## config.mk

```make
export PLATFORM = sky130hd
export DESIGN_NAME = tia_switch_host
export DESIGN_NICKNAME = d
export VERILOG_FILES = /design/src/tia_host_pkg.sv /design/src/tia_host_if.sv /design/src/ahb_reg_slave.sv /design/src/dev_reg_link.sv /design/src/tia_switch_host.sv
export VERILOG_INCLUDE_DIRS = /design/src
export SDC_FILE = /design/constraint.sdc
export NUM_CORES = 1
export LEC_CHECK = 0
export CAP_MARGIN = 20
export CORE_UTILIZATION = 30
export CTS_CLUSTER_SIZE = 14
export DETAILED_ROUTE_END_ITERATION = 12
export DONT_BUFFER_PORTS = 1
export PLACE_DENSITY = 0.56
export SLEW_MARGIN = 20
export SYNTH_ARGS = -nofsm -noshare
export SYNTH_HDL_FRONTEND = slang
export SYNTH_SLANG_ARGS = --single-unit
```

## constraint.sdc

```tcl
create_clock -name i_sys_clk -period 11.8 [get_ports i_sys_clk]
set_clock_uncertainty 0.2 [all_clocks]
set_input_delay 1.77 -clock i_sys_clk [delete_from_list [all_inputs] [get_ports i_sys_clk]]
set_output_delay 1.77 -clock i_sys_clk [all_outputs]
set_load 0.01 [all_outputs]
```

## src/tia_host_cfg.svh

```systemverilog
// Offsets, field positions, reset values and preset codes for the switch-matrix host controller.
`ifndef TIA_HOST_CFG_SVH
`define TIA_HOST_CFG_SVH

// Host register offsets on the AHB-Lite slave (byte addresses, one word each).
`define HOST_CMD_OFS 8'h00
`define HOST_SW_DATA_OFS 8'h04
`define HOST_TIA_DATA_OFS 8'h08
`define HOST_DAC_DATA_OFS 8'h0C
`define HOST_STATUS_OFS 8'h10
`define HOST_READBACK_OFS 8'h14
`define HOST_SW_SHADOW_OFS 8'h18
`define HOST_TIA_SHADOW_OFS 8'h1C

// Command register fields.
`define CMD_OP_MSB 3
`define CMD_OP_LSB 0
`define CMD_MODE_MSB 6
`define CMD_MODE_LSB 4

// Command opcodes.
`define OP_WR_SWITCH 4'h0
`define OP_WR_TIA 4'h1
`define OP_RD_SWITCH 4'h2
`define OP_RD_TIA 4'h3
`define OP_PRESET 4'h4
`define OP_EXT_GAIN 4'h5
`define OP_INT_GAIN 4'h6

// Status register bits.
`define STAT_BUSY_BIT 0
`define STAT_DONE_BIT 1
`define STAT_REFUSED_BIT 2

// Device register addresses.
`define DEV_SWITCH_ADDR 32'h000020E4
`define DEV_TIA_CTRL_ADDR 32'h000020EC
`define DEV_DAC_CTRL_ADDR 32'h00002128
`define DEV_DAC_SWITCH_ADDR 32'h00002124

// Device register reset values and field positions.
`define DEV_SWITCH_RESET 16'h0000
`define DEV_TIA_CTRL_RESET 32'h00000003
`define SWITCH_USED_BITS 16
`define GAIN_MSB 9
`define GAIN_LSB 5
`define LOAD_MSB 12
`define LOAD_LSB 10
`define EXT_PATH_BIT 9
`define DAC_MODE_BIT 5

// Recommended presets, indexed by the mode field of the command register.
`define PRESET_AMP 16'h302C
`define PRESET_AMP_DIODE 16'h302D
`define PRESET_AMP_SHORT 16'h302E
`define PRESET_ZERO_BIAS 16'h306C
`define PRESET_TWO_LEAD 16'h342C
`define PRESET_LP_PULSE 16'h0014
`define PRESET_FP_PULSE 16'h0094
`define PRESET_UNITY 16'h04A4
`define DAC_SW_LP_PULSE 32'h00000032
`define DAC_SW_FP_PULSE 32'h00000031
`define MODE_LP_PULSE 3'h5
`define MODE_FP_PULSE 3'h6

`endif

```

## src/tia_host_pkg.sv

```systemverilog
// Types shared by the switch-matrix host controller modules.
package tia_host_pkg;

  typedef enum logic [1:0] {SEQ_IDLE, SEQ_ISSUE, SEQ_WAIT} seq_state_t;

  typedef enum logic [1:0] {LNK_IDLE, LNK_REQ, LNK_REL} link_state_t;

  typedef struct packed {
    logic valid;
    logic we;
    logic [31:0] addr;
    logic [31:0] data;
  } dev_op_t;

endpackage

```

## src/tia_host_if.sv

```systemverilog
// Carriers between the bus slave, the command sequencer and the device link.
`timescale 1ns/1ps

interface reg_access_if;
  logic wr;
  logic rd;
  logic [7:0] addr;
  logic [31:0] wdata;
  logic [31:0] rdata;
  modport bus_side(output wr, output rd, output addr, output wdata, input rdata);
  modport reg_side(input wr, input rd, input addr, input wdata, output rdata);
endinterface

interface dev_cmd_if;
  logic start;
  logic we;
  logic [31:0] addr;
  logic [31:0] wdata;
  logic [31:0] rdata;
  logic done;
  modport seq_side(output start, output we, output addr, output wdata, input rdata, input done);
  modport link_side(input start, input we, input addr, input wdata, output rdata, output done);
endinterface

```

## src/ahb_reg_slave.sv

```systemverilog
// AHB-Lite slave front end: writes in the data phase, reads with one wait state.
`timescale 1ns/1ps

module ahb_reg_slave (
  input wire logic i_sys_clk,
  input wire logic i_rst,
  input wire logic i_hsel,
  input wire logic [31:0] i_haddr,
  input wire logic [1:0] i_htrans,
  input wire logic i_hwrite,
  input wire logic [2:0] i_hsize,
  input wire logic [31:0] i_hwdata,
  input wire logic i_hready,
  output logic o_hreadyout,
  output logic o_hresp,
  output logic [31:0] o_hrdata,
  reg_access_if.bus_side regs
);

  logic dph_valid_reg;
  logic dph_write_reg;
  logic [7:0] dph_addr_reg;
  logic rd_done_reg;
  logic rd_wait;

  // Capture the address phase; only word transfers are used, so the size is not decoded.
  always_ff @(posedge i_sys_clk or posedge i_rst) begin
    if (i_rst) begin
      dph_valid_reg <= 1'b0;
      dph_write_reg <= 1'b0;
      dph_addr_reg <= 8'h00;
    end else if (i_hready) begin
      dph_valid_reg <= i_hsel & i_htrans[1];
      dph_write_reg <= i_hwrite;
      dph_addr_reg <= {i_haddr[7:2], 2'b00};
    end
  end

  // The read mux is registered before it reaches the bus, costing one wait state.
  always_ff @(posedge i_sys_clk or posedge i_rst) begin
    if (i_rst) begin
      rd_done_reg <= 1'b0;
      o_hrdata <= 32'h00000000;
    end else if (rd_wait) begin
      rd_done_reg <= 1'b1;
      o_hrdata <= regs.rdata;
    end else if (o_hreadyout) begin
      rd_done_reg <= 1'b0;
    end
  end

  // Strobes to the register block and the bus answer.
  assign rd_wait = dph_valid_reg & ~dph_write_reg & ~rd_done_reg;
  assign o_hreadyout = ~rd_wait;
  assign o_hresp = 1'b0;
  assign regs.wr = dph_valid_reg & dph_write_reg;
  assign regs.rd = rd_wait;
  assign regs.addr = dph_addr_reg;
  assign regs.wdata = i_hwdata;

endmodule

```

## src/dev_reg_link.sv

```systemverilog
// Four-phase request/acknowledge link to the device's register port.
`timescale 1ns/1ps

module dev_reg_link
  import tia_host_pkg::*;
(
  input wire logic i_sys_clk,
  input wire logic i_rst,
  input wire logic i_dev_ack,
  input wire logic [31:0] i_dev_rdata,
  output logic o_dev_req,
  output logic o_dev_we,
  output logic [31:0] o_dev_addr,
  output logic [31:0] o_dev_wdata,
  dev_cmd_if.link_side cmd
);

  link_state_t state_reg;
  logic ack_meta_reg;
  logic ack_sync_reg;
  logic [31:0] rdata_meta_reg;
  logic [31:0] rdata_sync_reg;
  logic done_reg;
  logic [31:0] rdata_reg;

  // Pins from the device pass two flops before anything looks at them.
  always_ff @(posedge i_sys_clk or posedge i_rst) begin
    if (i_rst) begin
      ack_meta_reg <= 1'b0;
      ack_sync_reg <= 1'b0;
      rdata_meta_reg <= 32'h00000000;
      rdata_sync_reg <= 32'h00000000;
    end else begin
      ack_meta_reg <= i_dev_ack;
      ack_sync_reg <= ack_meta_reg;
      rdata_meta_reg <= i_dev_rdata;
      rdata_sync_reg <= rdata_meta_reg;
    end
  end

  // Request stands until the acknowledge is seen, then drops until the acknowledge clears.
  always_ff @(posedge i_sys_clk or posedge i_rst) begin
    if (i_rst) begin
      state_reg <= LNK_IDLE;
      o_dev_req <= 1'b0;
      o_dev_we <= 1'b0;
      o_dev_addr <= 32'h00000000;
      o_dev_wdata <= 32'h00000000;
      done_reg <= 1'b0;
      rdata_reg <= 32'h00000000;
    end else begin
      done_reg <= 1'b0;
      case (state_reg)
        LNK_IDLE: begin
          if (cmd.start && !ack_sync_reg) begin
            o_dev_req <= 1'b1;
            o_dev_we <= cmd.we;
            o_dev_addr <= cmd.addr;
            o_dev_wdata <= cmd.wdata;
            state_reg <= LNK_REQ;
          end
        end
        LNK_REQ: begin
          // The device holds read data steady while it acknowledges.
          if (ack_sync_reg) begin
            o_dev_req <= 1'b0;
            rdata_reg <= rdata_sync_reg;
            state_reg <= LNK_REL;
          end
        end
        LNK_REL: begin
          if (!ack_sync_reg) begin
            done_reg <= 1'b1;
            state_reg <= LNK_IDLE;
          end
        end
        default: begin
          state_reg <= LNK_IDLE;
        end
      endcase
    end
  end

  assign cmd.done = done_reg;
  assign cmd.rdata = rdata_reg;

endmodule

```

## src/tia_switch_host.sv

```systemverilog
// Host controller that programs the loop switch matrix and amplifier control of the front end.
// How it works
// RQ1: Switch register bits 13..0 drive loop switches 13..0 in matching order.
// RQ2: A stored 1 closes a switch, a stored 0 opens it.
// RQ3: Control bits 9..5 select the internal gain resistor.
// RQ4: Control bits 12..10 select the load resistor; large loads borrow gain bank resistors.
// RQ5: For an external gain resistor, write gain field zero to disconnect the internal one.
// RQ6: Close the external path switch, bit 9, only with an external resistor.
// RQ7: Amperometric preset is 0x302C with DAC control bit 5 cleared.
// RQ8: Amperometric with protection diodes is 0x302D.
// RQ9: Amperometric with short protection is 0x302E.
// RQ10: Zero-biased sensor preset is 0x306C.
// RQ11: Two-lead sensor preset is 0x342C.
// RQ12: Low power pulse: DAC bit 5 set, DAC switch 0x32, switch 0x0014.
// RQ13: Full power pulse and voltammetry: DAC bit 5 set, DAC switch 0x31, switch 0x0094.
// RQ14: Unity-gain test: switch 0x04A4 and DAC bit 5 cleared.
// RQ15: Switch register lives at 0x20E4 and resets to zero.
// RQ16: Control register lives at 0x20EC and resets to 0x3.
// RQ17: Bit 15 of the switch register closes switch fifteen when set.
// RQ18: Switch bits 31..16 read zero; bit 14 stores without effect.
// RQ19: A nonzero gain field makes the device close the force/sense switches.
// RQ20: Switch register bit 0 connects the protection diodes across the gain resistor.
`timescale 1ns/1ps
`include "tia_host_cfg.svh"

module tia_switch_host
  import tia_host_pkg::*;
(
  input wire logic i_sys_clk,
  input wire logic i_rst,
  input wire logic i_hsel,
  input wire logic [31:0] i_haddr,
  input wire logic [1:0] i_htrans,
  input wire logic i_hwrite,
  input wire logic [2:0] i_hsize,
  input wire logic [31:0] i_hwdata,
  input wire logic i_hready,
  output logic o_hreadyout,
  output logic o_hresp,
  output logic [31:0] o_hrdata,
  input wire logic i_dev_ack,
  input wire logic [31:0] i_dev_rdata,
  output logic o_dev_req,
  output logic o_dev_we,
  output logic [31:0] o_dev_addr,
  output logic [31:0] o_dev_wdata
);

  reg_access_if regs ();
  dev_cmd_if cmd ();

  logic [15:0] sw_data_reg;
  logic [31:0] tia_data_reg;
  logic [31:0] dac_data_reg;
  logic [15:0] sw_shadow_reg;
  logic [31:0] tia_shadow_reg;
  logic [31:0] readback_reg;
  logic done_flag_reg;
  logic refused_flag_reg;
  seq_state_t state_reg;
  logic [3:0] op_reg;
  logic [2:0] mode_reg;
  logic [1:0] step_reg;
  dev_op_t step_op;
  dev_op_t cur_op_reg;
  logic cmd_wr;
  logic busy;
  logic seq_done;
  logic [31:0] dac_ctrl_word;
  logic mode_dac_bit;

  ahb_reg_slave u_slave (
    .i_sys_clk(i_sys_clk),
    .i_rst(i_rst),
    .i_hsel(i_hsel),
    .i_haddr(i_haddr),
    .i_htrans(i_htrans),
    .i_hwrite(i_hwrite),
    .i_hsize(i_hsize),
    .i_hwdata(i_hwdata),
    .i_hready(i_hready),
    .o_hreadyout(o_hreadyout),
    .o_hresp(o_hresp),
    .o_hrdata(o_hrdata),
    .regs(regs.bus_side)
  );

  dev_reg_link u_link (
    .i_sys_clk(i_sys_clk),
    .i_rst(i_rst),
    .i_dev_ack(i_dev_ack),
    .i_dev_rdata(i_dev_rdata),
    .o_dev_req(o_dev_req),
    .o_dev_we(o_dev_we),
    .o_dev_addr(o_dev_addr),
    .o_dev_wdata(o_dev_wdata),
    .cmd(cmd.link_side)
  );

  // Switch preset for each measurement mode.
  function automatic logic [15:0] preset_switch(input logic [2:0] mode);
    logic [15:0] val;
    case (mode)
      // RQ7: amperometric preset.
      3'h0: val = `PRESET_AMP;
      // RQ8: protection diodes.
      3'h1: val = `PRESET_AMP_DIODE;
      // RQ9: short protection.
      3'h2: val = `PRESET_AMP_SHORT;
      // RQ10: zero-biased sensor.
      3'h3: val = `PRESET_ZERO_BIAS;
      // RQ11: two-lead sensor.
      3'h4: val = `PRESET_TWO_LEAD;
      // RQ12: low power pulse.
      3'h5: val = `PRESET_LP_PULSE;
      // RQ13: full power pulse.
      3'h6: val = `PRESET_FP_PULSE;
      // RQ14: unity-gain test.
      3'h7: val = `PRESET_UNITY;
      default: val = `DEV_SWITCH_RESET;
    endcase
    return val;
  endfunction

  assign busy = (state_reg != SEQ_IDLE);
  assign cmd_wr = regs.wr && (regs.addr == `HOST_CMD_OFS);
  assign mode_dac_bit = (mode_reg == `MODE_LP_PULSE) || (mode_reg == `MODE_FP_PULSE);

  // Pulse modes hand the bias output to the DAC switch field; the other bits come from software.
  always_comb begin
    dac_ctrl_word = dac_data_reg;
    dac_ctrl_word[`DAC_MODE_BIT] = mode_dac_bit;
  end

  // Device access for the current step; an invalid step ends the command.
  always_comb begin
    step_op = '0;
    case (op_reg)
      `OP_WR_SWITCH: begin
        // RQ1: switch word written as is.
        if (step_reg == 2'd0) begin
          step_op = '{1'b1, 1'b1, `DEV_SWITCH_ADDR, {16'h0000, sw_data_reg}};
        end
      end
      `OP_WR_TIA: begin
        // RQ4: gain and load fields passed through.
        if (step_reg == 2'd0) begin
          step_op = '{1'b1, 1'b1, `DEV_TIA_CTRL_ADDR, tia_data_reg};
        end
      end
      `OP_RD_SWITCH: begin
        if (step_reg == 2'd0) begin
          step_op = '{1'b1, 1'b0, `DEV_SWITCH_ADDR, 32'h00000000};
        end
      end
      `OP_RD_TIA: begin
        if (step_reg == 2'd0) begin
          step_op = '{1'b1, 1'b0, `DEV_TIA_CTRL_ADDR, 32'h00000000};
        end
      end
      `OP_PRESET: begin
        // RQ13: DAC control, then switches, then DAC switch field in pulse modes.
        if (step_reg == 2'd0) begin
          step_op = '{1'b1, 1'b1, `DEV_DAC_CTRL_ADDR, dac_ctrl_word};
        end else if (step_reg == 2'd1) begin
          step_op = '{1'b1, 1'b1, `DEV_SWITCH_ADDR, {16'h0000, preset_switch(mode_reg)}};
        end else if (step_reg == 2'd2 && mode_dac_bit) begin
          step_op = '{1'b1, 1'b1, `DEV_DAC_SWITCH_ADDR,
                      (mode_reg == `MODE_LP_PULSE) ? `DAC_SW_LP_PULSE : `DAC_SW_FP_PULSE};
        end
      end
      `OP_EXT_GAIN: begin
        // RQ5: clear the gain field before closing the external path.
        if (step_reg == 2'd0) begin
          step_op = '{1'b1, 1'b1, `DEV_TIA_CTRL_ADDR, tia_shadow_reg};
          step_op.data[`GAIN_MSB:`GAIN_LSB] = 5'h00;
        end else if (step_reg == 2'd1) begin
          // RQ6: external path switch closed.
          step_op = '{1'b1, 1'b1, `DEV_SWITCH_ADDR, {16'h0000, sw_shadow_reg}};
          step_op.data[`EXT_PATH_BIT] = 1'b1;
        end
      end
      `OP_INT_GAIN: begin
        // RQ6: open the external path before the internal resistor returns.
        if (step_reg == 2'd0) begin
          step_op = '{1'b1, 1'b1, `DEV_SWITCH_ADDR, {16'h0000, sw_shadow_reg}};
          step_op.data[`EXT_PATH_BIT] = 1'b0;
        end else if (step_reg == 2'd1) begin
          // RQ19: a nonzero gain lets the device close force/sense switches.
          step_op = '{1'b1, 1'b1, `DEV_TIA_CTRL_ADDR, tia_data_reg};
        end
      end
      default: begin
        step_op = '0;
      end
    endcase
  end

  assign seq_done = (state_reg == SEQ_ISSUE) && !step_op.valid;

  // Command sequencer: one device access per step, each waiting for the link to finish.
  always_ff @(posedge i_sys_clk or posedge i_rst) begin
    if (i_rst) begin
      state_reg <= SEQ_IDLE;
      op_reg <= `OP_WR_SWITCH;
      mode_reg <= 3'h0;
      step_reg <= 2'd0;
      cur_op_reg <= '0;
    end else begin
      case (state_reg)
        SEQ_IDLE: begin
          if (cmd_wr) begin
            op_reg <= regs.wdata[`CMD_OP_MSB:`CMD_OP_LSB];
            mode_reg <= regs.wdata[`CMD_MODE_MSB:`CMD_MODE_LSB];
            step_reg <= 2'd0;
            state_reg <= SEQ_ISSUE;
          end
        end
        SEQ_ISSUE: begin
          if (step_op.valid) begin
            cur_op_reg <= step_op;
            state_reg <= SEQ_WAIT;
          end else begin
            state_reg <= SEQ_IDLE;
          end
        end
        SEQ_WAIT: begin
          if (cmd.done) begin
            step_reg <= step_reg + 2'd1;
            state_reg <= SEQ_ISSUE;
          end
        end
        default: begin
          state_reg <= SEQ_IDLE;
        end
      endcase
    end
  end

  // The link starts when the sequencer enters the wait state with a fresh access.
  always_ff @(posedge i_sys_clk or posedge i_rst) begin
    if (i_rst) begin
      cmd.start <= 1'b0;
    end else begin
      cmd.start <= (state_reg == SEQ_ISSUE) && step_op.valid;
    end
  end
  assign cmd.we = cur_op_reg.we;
  assign cmd.addr = cur_op_reg.addr;
  assign cmd.wdata = cur_op_reg.data;

  // Shadows mirror what the device holds; unused switch bits are dropped.
  always_ff @(posedge i_sys_clk or posedge i_rst) begin
    if (i_rst) begin
      // RQ15: switches all open after reset.
      sw_shadow_reg <= `DEV_SWITCH_RESET;
      // RQ16: control register reset value.
      tia_shadow_reg <= `DEV_TIA_CTRL_RESET;
      readback_reg <= 32'h00000000;
    end else if (state_reg == SEQ_WAIT && cmd.done) begin
      if (!cur_op_reg.we) begin
        readback_reg <= cmd.rdata;
      end
      // RQ18: bits above 15 are never kept.
      if (cur_op_reg.addr == `DEV_SWITCH_ADDR) begin
        sw_shadow_reg <= cur_op_reg.we ? cur_op_reg.data[15:0] : cmd.rdata[15:0];
      end else if (cur_op_reg.addr == `DEV_TIA_CTRL_ADDR) begin
        tia_shadow_reg <= cur_op_reg.we ? cur_op_reg.data : cmd.rdata;
      end
    end
  end

  // Software data registers; switch data keeps bit 15 and bit 14 as written.
  always_ff @(posedge i_sys_clk or posedge i_rst) begin
    if (i_rst) begin
      sw_data_reg <= `DEV_SWITCH_RESET;
      tia_data_reg <= `DEV_TIA_CTRL_RESET;
      dac_data_reg <= 32'h00000000;
    end else if (regs.wr) begin
      // RQ17: bit 15 stored with the rest.
      if (regs.addr == `HOST_SW_DATA_OFS) begin
        sw_data_reg <= regs.wdata[15:0];
      end
      if (regs.addr == `HOST_TIA_DATA_OFS) begin
        tia_data_reg <= regs.wdata;
      end
      if (regs.addr == `HOST_DAC_DATA_OFS) begin
        dac_data_reg <= regs.wdata;
      end
    end
  end

  // Sticky flags clear on a write of one; a completion in the same cycle still sets.
  always_ff @(posedge i_sys_clk or posedge i_rst) begin
    if (i_rst) begin
      done_flag_reg <= 1'b0;
      refused_flag_reg <= 1'b0;
    end else begin
      if (seq_done) begin
        done_flag_reg <= 1'b1;
      end else if (regs.wr && regs.addr == `HOST_STATUS_OFS && regs.wdata[`STAT_DONE_BIT]) begin
        done_flag_reg <= 1'b0;
      end
      if (cmd_wr && busy) begin
        refused_flag_reg <= 1'b1;
      end else if (regs.wr && regs.addr == `HOST_STATUS_OFS &&
                   regs.wdata[`STAT_REFUSED_BIT]) begin
        refused_flag_reg <= 1'b0;
      end
    end
  end

  // Read mux; unmapped offsets read zero.
  always_comb begin
    regs.rdata = 32'h00000000;
    case (regs.addr)
      `HOST_CMD_OFS: regs.rdata = {25'h0, mode_reg, op_reg};
      `HOST_SW_DATA_OFS: regs.rdata = {16'h0000, sw_data_reg};
      `HOST_TIA_DATA_OFS: regs.rdata = tia_data_reg;
      `HOST_DAC_DATA_OFS: regs.rdata = dac_data_reg;
      `HOST_STATUS_OFS: regs.rdata = {29'h0, refused_flag_reg, done_flag_reg, busy};
      `HOST_READBACK_OFS: regs.rdata = readback_reg;
      `HOST_SW_SHADOW_OFS: regs.rdata = {16'h0000, sw_shadow_reg};
      `HOST_TIA_SHADOW_OFS: regs.rdata = tia_shadow_reg;
      default: regs.rdata = 32'h00000000;
    endcase
  end

endmodule

```

==> impl_metrics.yaml <==
detailed_routing:
  routed_wirelength_um: 46490
  dr.pass1.iters: 5
  post_drt_wl_per_cell_um: 23.46
  final_antenna_net_count: 0
  drt_iter0_markers: 824
  post-route-drc-count: 0
  dr_total_vias: 10460
  vias_per_cell: 5.275
place:
  placed_cell_area_um2: 17080
  dp_hpwl_um: 28590
  place.gp.congestion: 0.8269
  numPortBuffers: 0
clocking:
  cts_tree: "built"
  numCtsBuffers: 42
  htreeDepth: 2
  cts_setup_buffers: 0
  cts-resized-gates: 0
  clockBufferDepth: 3
  clkTransAtPathRegs_ps: 60
  root_buffer: "clkbuf_16"
  cts_hold_buf: 0
  insertion_delay_ps: 570
  clock-sinks: 393
critical_path:
  cp.depth: 5
  slowest_delay_ps: 950
  critPathKind: "register to register"
  worstPathArrival_ps: 4040
  crit_family: "simple AND/OR/NAND/NOR gates"
  reg2reg_slack_ps: 7990
  cp-start-kind: "register"
  end_kind: "register"
  critPathMaxFanout: 32
  cp_data_required_time_ps: 12030
  critPathBufInv: 1
  crit_chain: "buf_4 > nor2b_1 > and2_1 > and3_2 > mux2_2"
  worst_r2r_path_depth: 5
  slowest_stage: "and3_2"
worst_hold_path:
  min_path_type: "register to register"
  worstHoldPathCells: 0
yosys:
  synth-edff-count: 0
  synthCells: 1272
  syn_area_per_cell_um2: 12.94
  yosysWarningCount: 0
  synth_largest_area_cell: "dfrtp_1"
  yosysUniqueCellTypes: 67
  syn_area_um2: 16470
  ys_ff_latch: 393
  synth.top_cell.area_share: 0.5912
  synth_top_flop_cell: "dfrtp_1"
  ys_seq_area_frac: 0.5976
  async_flop_share: 1.000
  synth_area_leaders: "dfrtp_1, mux2_2, a221oi_1"
cells_and_area:
  num_antenna_cells: 0
  layout.nets: 1370
  final_area_um2: 18530
  syn_to_final_growth_pct: 12.51
  fill_cells: 5285
  drive_gt1_frac: 0.2644
  finish.utilization: 0.3429
sta:
  relSlewSlack: 0.2504
  grt_setup_unrepaired: "false"
  hold_viol_final: 0
  worstMarginPinSlew_ps: 1124
  final_max_slew_viol_count: 0
  period_share: 0.3227
  setup_viol: 0
  period_needed_ps: 3808
  max_freq_ghz: 0.2626
  tns_ps: 0
grt:
  overflow: 0
  antenna_found_initial: 3
  grt_pass1_wl_um: 70000
  track_usage: 0.1672
  grt_max_degree: 159
  first_global_vias: 10620
floorplan:
  coreArea_um2: 54030
  initial_core_util: 0.3048
  die_h_um: 236.3
  io_pins: 207
  die-area_um2: 55830
  rows: 85
  die_w_um: 236.3
run:
  cap_violations: 0
pwr:
  ir_drop_mv: 0.1217
  power_density_nw_per_um2: 164.9
  leakage_uw: 0.008162
status:
  outcome: "completed"
Yosys cell counts (all sizes together) (7+ instances only):
cell type  instances
nand3             12
o31ai             10
a22oi             13
a221oi            51
clkbuf            45
nor3              13
mux2i             40
a31oi             14
a222oi            22
dfrtp            389
nand2b             8
inv               13
a22o              17
ha                 8
buf               70
nand2            103
mux2             214
o21ai             86
nor2              42
a21oi             27
nor2b              7
where the power goes:
part           switching (uW)  internal (uW)
clock network             550            831
logic                     128           76.6
registers                60.5           1410
cell usage in the layout (no fill, tap or decap), drive strengths merged, types with 8 or more instances in the layout:
cell type,netlist,final
a21oi,27,27
o31ai,10,10
a221oi,51,51
a222oi,22,22
o21ai,86,86
nor3,13,13
buf,70,29
inv,13,13
nand2,103,103
a22o,17,17
nand3,12,12
clkinv,1,9
a22oi,13,13
clkbuf,45,61
nand2b,8,8
mux2,214,214
conb,1,26
ha,8,8
mux2i,40,40
nor2,42,42
a31oi,14,14
dfrtp,389,389
worst reg2reg max path: cells and delay by family (launching register included):
family                 cells  cell delay (ps)
muxes                      1              440
and+or+nand+nor            3             1770
buffers and inverters      1              480
DFF                        1              800
metal layers:
metal | part of all wire | wire length [um] | up-vias | global-route usage
li1 | - | - | 4592 | -
met1 | 0.42 | 19340 | 5402 | 0.2124
met2 | 0.48 | 22370 | 382 | 0.2736
met3 | 0.079 | 3678 | 77 | 0.04939
met4 | 0.023 | 1090 | 2 | 0.05155
met5 | 0.00028 | 13 | - | 0
stage by stage:
step | setup slack, ps | hold WS, ps | std cells | power (uW)
final | 7992 | 146.5 | 1982 | 3055
after global routing | 7861 | 155.8 | 1982 | 3166
after CTS | 7970 | 147.4 | 1982 | 3090
after detailed placement | 7530 | 134.7 | 1907 | 1699
after global placement | 7575 | 133.9 | 1907 | 1695
after floorplan | 4545 | 131.2 | 1297 | 1631
area by class of cell:
class / instances / area, um^2 / area share
Clock buffer: 61 / 1264 / 0.06822
Clock inverter: 14 / 183.9 / 0.009928
Inverter: 14 / 56.30 / 0.003039
Multi-Input combinational cell: 775 / 6080 / 0.3282
Sequential cell: 393 / 9841 / 0.5312
Tap cell: 696 / 870.8 / 0.04701
Timing Repair Buffer: 29 / 230.2 / 0.01243
worst paths after layout:
check / from / to
min: u_link.rdata_meta_reg[3] / u_link.rdata_sync_reg[3]
max: u_slave.regs.addr[3] / tia_data_reg[20]
max in group asynchronous: i_rst / cmd.wdata[20]
max reg2reg: u_slave.regs.addr[3] / tia_data_reg[20]
min reg2reg: u_link.rdata_meta_reg[3] / u_link.rdata_sync_reg[3]
min in group asynchronous: i_rst / tia_shadow_reg[9]
cells by family (layout without fill, tap and decap cells):
kind of cell               count (synthesis)  count (layout)  synth area share
xor gates and xnor gates                   1               1         0.0005320
buffers and inverters                    129             118           0.04248
muxes                                    257             257            0.1748
adders and majority gates                  8               8          0.006079
DFF                                      393             393            0.5976
AOI/OAI and AO/OA                        268             268            0.1154
and+or+nand+nor                          215             215           0.06299
other                                      1              26         0.0002277
Note: power is estimated with default switching activity, not from simulation.
